[src/logic/csr_bridge_pkg.sv]
// package: register map, command word fields and reset values of the indirect access port
package csr_bridge_pkg;
    // =====================================================================
    // register map
    localparam logic [11:0] OFF_DATA_WORD = 12'h1AC;
    localparam logic [11:0] OFF_CMD_WORD  = 12'h1B0;
    // =====================================================================
    // command word fields
    localparam int BIT_PENDING   = 31;
    localparam int BIT_DIRECTION = 30;
    localparam int BIT_STEP_UP   = 29;
    localparam int BIT_STEP_DOWN = 28;
    localparam int LANE_LSB      = 16;
    localparam int LANE_W        = 4;
    localparam int INDEX_W       = 16;
    // =====================================================================
    // reset values
    localparam logic [31:0] DATA_RESET  = 32'h0000_0000;
    localparam logic [15:0] INDEX_RESET = 16'h0000;
    localparam logic [3:0]  LANE_RESET  = 4'h0;
    // =====================================================================
    // ahb-lite codes
    localparam logic [1:0]  HTRANS_NONSEQ = 2'h2;
    localparam logic [1:0]  HTRANS_SEQ    = 2'h3;
    localparam logic [1:0]  HRESP_OKAY    = 2'h0;

    typedef enum logic [1:0] {
        ST_IDLE = 2'b00,
        ST_REQ  = 2'b01,
        ST_DONE = 2'b10
    } seq_state_t;
endpackage : csr_bridge_pkg

[src/logic/host_access_if.sv]
// interface: decoded host register accesses between the bus slave and the bridge core
interface host_access_if;
    logic        wr_cmd;
    logic        wr_data;
    logic        rd_data;
    logic [31:0] wdata;
    logic [31:0] rdata;
    modport slave (output wr_cmd, output wr_data, output rd_data, output wdata, input rdata);
    modport core  (input wr_cmd, input wr_data, input rd_data, input wdata, output rdata);
endinterface : host_access_if

[src/logic/switch_csr_indirect_access.sv]
// module: indirect access port from host registers to the fabric register space
// Functional notes
// - writing one to pending bit 31 starts a fabric access at target_index.
// - pending stays set during the fabric access and clears itself when done.
// - read data is in the data word before pending clears.
// - direction bit 30: zero writes the fabric register, one reads it.
// - step-up: data word write sets pending; index increments after the write.
// - step-up: data word read increments index and sets pending.
// - step-down: data word write sets pending; index decrements after the write.
// - step-down: data word read decrements index and sets pending.
// - step-up wins when both stepping options are set.
// - lane_select bits 19:16 gate fabric writes per byte.
// - lane bit 3 covers data 31:24 down to bit 0 covering 7:0.
// - target_index bits 15:0 addresses the fabric register.
// - data word read gives fabric data if reading, else last host write.
module switch_csr_indirect_access
    import csr_bridge_pkg::*;
(
    input  wire logic        mclk_in,
    input  wire logic        rst_in,
    input  wire logic        hsel_in,
    input  wire logic [11:0] haddr_in,
    input  wire logic [1:0]  htrans_in,
    input  wire logic        hwrite_in,
    input  wire logic [2:0]  hsize_in,
    input  wire logic        hready_in,
    input  wire logic [31:0] hwdata_in,
    output logic [31:0]      hrdata_out,
    output logic             hreadyout_out,
    output logic [1:0]       hresp_out,
    output logic             fab_req_out,
    output logic             fab_read_out,
    output logic [15:0]      fab_index_out,
    output logic [3:0]       fab_lanes_out,
    output logic [31:0]      fab_wdata_out,
    input  wire logic        fab_ack_in,
    input  wire logic [31:0] fab_rdata_in
);
    import csr_bridge_pkg::*;

    typedef struct packed {
        seq_state_t  state;
        logic        pending;
        logic        direction;
        logic        step_up;
        logic        step_down;
        logic [3:0]  lanes;
        logic [15:0] index;
        logic [31:0] host_data;
        logic [31:0] fab_data;
        logic        step_after;
        logic [31:0] rdata;
        logic        rd_sel_cmd;
        logic        rd_sel_data;
    } core_state_t;

    core_state_t st_q;
    core_state_t st_d;
    logic        addr_ok;
    logic [31:0] cmd_view;
    logic [31:0] data_view;
    logic        pend_set;

    host_access_if acc ();

    ahb_reg_slave u_slave (
        .mclk_in   (mclk_in),
        .rst_in    (rst_in),
        .hsel_in   (hsel_in),
        .haddr_in  (haddr_in),
        .htrans_in (htrans_in),
        .hwrite_in (hwrite_in),
        .hready_in (hready_in),
        .hwdata_in (hwdata_in),
        .acc       (acc)
    );

    // =====================================================================
    // index stepping, step-up first
    function automatic logic [15:0] step_index(input logic [15:0] idx, input logic up,
                                               input logic down);
        if (up) begin
            step_index = idx + 16'h0001;
        end else if (down) begin
            step_index = idx - 16'h0001;
        end else begin
            step_index = idx;
        end
    endfunction : step_index

    // =====================================================================
    // register views
    always_comb begin
        cmd_view = {st_q.pending, st_q.direction, st_q.step_up, st_q.step_down,
                    8'h00, st_q.lanes, st_q.index};
        data_view = st_q.direction ? st_q.fab_data : st_q.host_data;
    end

    // =====================================================================
    // core next state
    always_comb begin
        st_d    = st_q;
        addr_ok = hsel_in && hready_in && (htrans_in == HTRANS_NONSEQ || htrans_in == HTRANS_SEQ)
                  && !hwrite_in && hsize_in == 3'h2;
        // any host start in this cycle; it must beat the completion clear
        pend_set = (acc.wr_cmd && acc.wdata[BIT_PENDING])
                   || ((acc.wr_data || acc.rd_data) && (st_q.step_up || st_q.step_down));
        // read data registered at the address phase so hrdata comes from a flop
        if (addr_ok) begin
            st_d.rdata = (haddr_in == OFF_CMD_WORD) ? cmd_view :
                         (haddr_in == OFF_DATA_WORD) ? data_view : 32'h0000_0000;
        end
        st_d.rd_sel_cmd  = 1'b0;
        st_d.rd_sel_data = 1'b0;

        // host writes; no guard against writes while pending, the host keeps off
        if (acc.wr_cmd) begin
            st_d.direction = acc.wdata[BIT_DIRECTION];
            st_d.step_up   = acc.wdata[BIT_STEP_UP];
            st_d.step_down = acc.wdata[BIT_STEP_DOWN];
            st_d.lanes     = acc.wdata[LANE_LSB +: LANE_W];
            st_d.index     = acc.wdata[INDEX_W-1:0];
            st_d.step_after = 1'b0;
            if (acc.wdata[BIT_PENDING]) begin
                st_d.pending = 1'b1;
            end
        end
        if (acc.wr_data) begin
            st_d.host_data = acc.wdata;
            if (st_q.step_up || st_q.step_down) begin
                st_d.pending    = 1'b1;
                st_d.step_after = 1'b1;
            end
        end
        if (acc.rd_data && (st_q.step_up || st_q.step_down)) begin
            st_d.index      = step_index(st_q.index, st_q.step_up, st_q.step_down);
            st_d.pending    = 1'b1;
            st_d.step_after = 1'b0;
        end

        case (st_q.state)
            ST_IDLE: begin
                if (st_q.pending) begin
                    st_d.state = ST_REQ;
                end
            end
            ST_REQ: begin
                if (fab_ack_in) begin
                    if (st_q.direction) begin
                        st_d.fab_data = fab_rdata_in;
                    end
                    st_d.state = ST_DONE;
                end
            end
            ST_DONE: begin
                // set wins over the self-clear so a start landing here is not lost
                st_d.pending = pend_set;
                if (st_q.step_after) begin
                    st_d.index      = step_index(st_q.index, st_q.step_up, st_q.step_down);
                    st_d.step_after = 1'b0;
                end
                st_d.state = ST_IDLE;
            end
            default: begin
                st_d.state = ST_IDLE;
            end
        endcase
    end

    assign acc.rdata = data_view;

    always_ff @(posedge mclk_in or posedge rst_in) begin
        if (rst_in) begin
            st_q           <= '0;
            st_q.state     <= ST_IDLE;
            st_q.lanes     <= LANE_RESET;
            st_q.index     <= INDEX_RESET;
            st_q.host_data <= DATA_RESET;
            st_q.fab_data  <= DATA_RESET;
        end else begin
            st_q <= st_d;
        end
    end

    // =====================================================================
    // outputs; fabric fields come straight from core registers, steady while pending only because the host keeps off
    assign hrdata_out    = st_q.rdata;
    assign hreadyout_out = 1'b1;
    assign hresp_out     = HRESP_OKAY;
    assign fab_req_out   = (st_q.state == ST_REQ);
    assign fab_read_out  = st_q.direction;
    assign fab_index_out = st_q.index;
    assign fab_lanes_out = st_q.lanes;
    assign fab_wdata_out = st_q.host_data;
endmodule : switch_csr_indirect_access

[src/logic/ahb_reg_slave.sv]
// module: ahb-lite slave front end, decodes writes of any size (hsize unchecked) to the two host registers and reads of the data word
module ahb_reg_slave
    import csr_bridge_pkg::*;
(
    input  wire logic        mclk_in,
    input  wire logic        rst_in,
    input  wire logic        hsel_in,
    input  wire logic [11:0] haddr_in,
    input  wire logic [1:0]  htrans_in,
    input  wire logic        hwrite_in,
    input  wire logic        hready_in,
    input  wire logic [31:0] hwdata_in,
    host_access_if.slave     acc
);
    typedef struct packed {
        logic wr_cmd;
        logic wr_data;
    } slv_state_t;
    slv_state_t st_q;
    slv_state_t st_d;
    logic       valid;

    // =====================================================================
    // address phase capture; writes land in the following data phase
    always_comb begin
        valid      = hsel_in && hready_in && (htrans_in == HTRANS_NONSEQ || htrans_in == HTRANS_SEQ);
        st_d.wr_cmd  = valid && hwrite_in && haddr_in == OFF_CMD_WORD;
        st_d.wr_data = valid && hwrite_in && haddr_in == OFF_DATA_WORD;
    end

    always_ff @(posedge mclk_in or posedge rst_in) begin
        if (rst_in) begin
            st_q <= '0;
        end else begin
            st_q <= st_d;
        end
    end

    assign acc.wr_cmd  = st_q.wr_cmd;
    assign acc.wr_data = st_q.wr_data;
    assign acc.wdata   = hwdata_in;
    // a read is flagged in its address phase so the step takes effect after the word is sampled
    assign acc.rd_data = valid && !hwrite_in && haddr_in == OFF_DATA_WORD;
endmodule : ahb_reg_slave

[config.mk]
export PLATFORM = sky130hd
export DESIGN_NAME = switch_csr_indirect_access
export DESIGN_NICKNAME = d
export VERILOG_FILES = /design/src/logic/csr_bridge_pkg.sv /design/src/logic/host_access_if.sv /design/src/logic/switch_csr_indirect_access.sv /design/src/logic/ahb_reg_slave.sv
export SDC_FILE = /design/constraint.sdc
export NUM_CORES = 1
export LEC_CHECK = 0
export BUFFER_PORTS_ARGS = -buffer_cell sky130_fd_sc_hd__buf_2
export CAP_MARGIN = 30
export CORE_ASPECT_RATIO = 1.5
export CORE_UTILIZATION = 54
export CTS_CLUSTER_DIAMETER = 60
export DETAILED_ROUTE_END_ITERATION = 8
export PLACE_DENSITY = 0.91
export SLEW_MARGIN = 20
export SYNTH_ARGS = -nofsm -noshare
export SYNTH_HDL_FRONTEND = slang
export SYNTH_HIERARCHICAL = 1
export SYNTH_SLANG_ARGS = --single-unit
[constraint.sdc]
create_clock -name mclk_in -period 3.7 [get_ports mclk_in]
set_input_delay 0 -clock mclk_in [delete_from_list [all_inputs] [get_ports mclk_in]]
set_output_delay 0 -clock mclk_in [all_outputs]
set_load 0.005 [all_outputs]
==> summary.md <==
| Metric | Value |
|---|---|
| Setup TNS | `0 ps` |
| PD cells | `401 nW/um2` |
| Clock skew | `about 10 ps` |
| Max_cap viols | `0` |
| # IOs | `~180` |
| Reg area | `3130 um2` |
| Synth warn | `6` |
| RePlAce Congestion | `0.795` |
| H-tree Lvls | `4` |
| Final hold violation count | `0` |
| Critical path required time | `3990 ps` |
| # clock sinks | `125` |
| Setup-failing EPs final | `0` |
| Slew margin rel. | `0.362` |
| Die W | `94.0 um` |
| Total grt overflow | `0` |
| Antenna violations before repair | `0` |
| CP endpoint kind | `flip-flop` |
| Status | `finished, final reports clean` |
| Tcrit/Tclk final | `0.629` |
| I/O Buffers | `171` |
| Most common cell after layout, fill and taps aside | `buf_2` |
| Drt first-iter violations | `290` |
| Inserted Diodes | `0` |
| Synth-to-Final Area Change | `21.0%` |
| Post-synth EDFFs | `0` |
| Synth area leader | `dfrtp_1` |
| Area share of the largest cell type after synthesis | `0.457` |
| Row cnt | `50` |
| Async set or reset register ratio after synthesis | `1.00` |
| HPWL after detailed placement | `10600 um` |
| Clock slew at reported path FFs | `60 ps` |
| Multi-input gate area | `2670 um2` |
| Min Hold Slack | `between 30 and 40 ps` |
| R2R Path End | `fab_index_out[6]` |
| Die area | `13200 um2` |
| Setup Buffers After CTS | `0` |
| Share of cells above drive strength 1 | `0.426` |
| Non-filler cells, final | `928` |
| Clk root buf | `clkbuf_16` |
| CP startpoint kind | `flip-flop` |
| # DRC | `0` |
| Cells after Synth | `between 600 and 700` |
| CTS tree | `done` |
| Initial Util | `0.550` |
| Cell variety after synth | `55` |
| Crit path max fanout | `24` |
| Largest net degree at the start of global routing | `65` |
| CP arrival | `2620 ps` |
| Die Y | `about 140 um` |
| Final WL | `17100 um` |
| IR drop worst, VDD | `0.361 mV` |
| Worst hold path class | `in -> async` |
| DRT antenna net count | `0` |
| Synth Cell Area | `slightly below 7000 um2` |
| First-pass GRT wire length | `27200 um` |
| Routed WL per cell | `18.5 um` |
| Most used DFF post-synth | `dfrtp_1` |
| Total Nets Final | `848` |
| # hold bufs at CTS | `72` |
| Fmax achieved | `0.430 GHz` |
| Worst Tran Pin Value | `~950 ps` |
| Max-slew violation count | `0` |
| Pre-antenna DRT Iters | `5` |
| Gates resized, CTS repair | `0` |
| RSZ-0062 raised after global routing | `no` |
| Global Route Usage Sum | `0.271` |
| Vias | `~5200` |
| Filler cells | `roughly 950` |
| Top post-synthesis cells by area | `dfrtp_1 46%, mux2_2 17%, buf_4 13%, nand2_1 3.1%, a22oi_1 2.8%` |
| Final min period | `2330 ps` |
| Clk_lat worst skew | `about 410 ps` |
| #FFs+latches synth | `between 100 and 150` |
| Vias per Instance | `5.57` |
| Vias in the first global route | `approximately 5400` |
| Area of the core | `around 12000 um2` |
| Worst Slack Setup Final | `1370 ps` |
| Worst slack, placed | `1270 ps` |
| R2r worst-path depth | `5` |
| Avg Synthesized Cell Area | `10.6 um2` |
| TritonCTS Buffers | `17` |
| Clock tree buffer depth | `2` |
| Dpl cells | `824` |
| Kind of critical path | `reg -> reg` |
| Seq/Total Area, Yosys | `0.457` |
| Worst R2R Setup Slack | `approximately 1400 ps` |
| Most frequent cells in the layout | `171 x buf_2, 123 x dfrtp_1, 104 x mux2_2` |
| Critical R2R Launch | `cmd_view[29]` |
| Leak pwr | `0.00405 uW` |
-- cell families after synthesis --
family                   Yosys count  share of synthesized area
AND/OR/NAND/NOR                  135                      0.102
multiplexers                     107                      0.175
XOR/XNOR                           2                    0.00256
flip-flops                       125                      0.457
AO/OA/AOI/OAI                    109                      0.103
buffers and inverters            163                      0.156
other                              2                    0.00110
adder cells (fa/ha/maj)            2                    0.00365
-- sequential cells by signal, indices dropped and copies added, names as in the netlist --
register,count
fab_lanes_out,4
st_q,35
cmd_view,3
fab_read_out,1
hrdata_out,32
fab_index_out,16
u_slave/acc.wr_data,1
fab_wdata_out,32
u_slave/acc.wr_cmd,1
-- how the worst max path moves through the flow --
stage | startpoint | to | slack [ps] | cells past startpoint
3_3_place_gp | haddr_in[1] | fab_index_out[6] | 1300 | 9
3_5_place_dp | haddr_in[9] | fab_index_out[6] | 1270 | 9
5_1_grt | cmd_view[29] | fab_index_out[6] | 1180 | 5
4_1_cts | cmd_view[29] | fab_index_out[11] | 1390 | 5
6_report | cmd_view[29] | fab_index_out[6] | 1370 | 5
2_1_floorplan | rst_in | cmd_view[28] | 430 | 1
-- synth_stat cells, types with 6 or more instances --
library cell / count
dfrtp_1: 125
buf_4: 120
mux2_2: 104
nand2_1: 56
o21ai_1: 36
clkbuf_1: 28
a22oi_1: 26
nor2_1: 20
a21oi_1: 12
nor3_1: 11
a211oi_1: 7
and3_1: 7
inv_1: 7
nand3_1: 7
nand4_1: 7
buf_1: 6
o21ai_0: 6
o22ai_1: 6
-- where the power goes --
group	total (uW)	switching (uW)	internal [uW]
logic	172	76.5	95.9
clock network	1770	621	1150
registers	1380	8.19	1380
total	3320	705	2620
-- per-layer routing --
metal,up-vias,GRT usage,routed length [um]
met5,-,0,0
met4,0,0.108,386
met3,30,0.0619,728
met2,188,0.500,9630
met1,2572,0.292,6390
li1,2383,-,-
-- metrics by stage --
stage / total power (uW) / util / cell area (um2)
2_1_floorplan: 1470 / - / 6860
5_1_grt: 3430 / 0.666 / 8290
3_3_place_gp: 1520 / 0.557 / 6940
6_report: 3320 / 0.666 / 8290
3_5_place_dp: 1520 / 0.557 / 6940
4_1_cts: 3340 / 0.666 / 8290
-- final cells by class --
class | instances | area share
sequential | 125 | 0.378
multi-input combinational | 358 | 0.322
timing repair buffer | 250 | 0.197
clock buffer | 18 | 0.0530
tap | 156 | 0.0236
clock inverter | 14 | 0.0232
inverter | 7 | 0.00347
-- critical path, stage by stage, from the launching register on --
cell,delay (ps)
dfrtp_1,730
o21ai_1,140
nand2_1,580
nor2_1,260
a21o_1,220
a221o_1,280
Note: power is estimated with default switching activity, not from simulation.
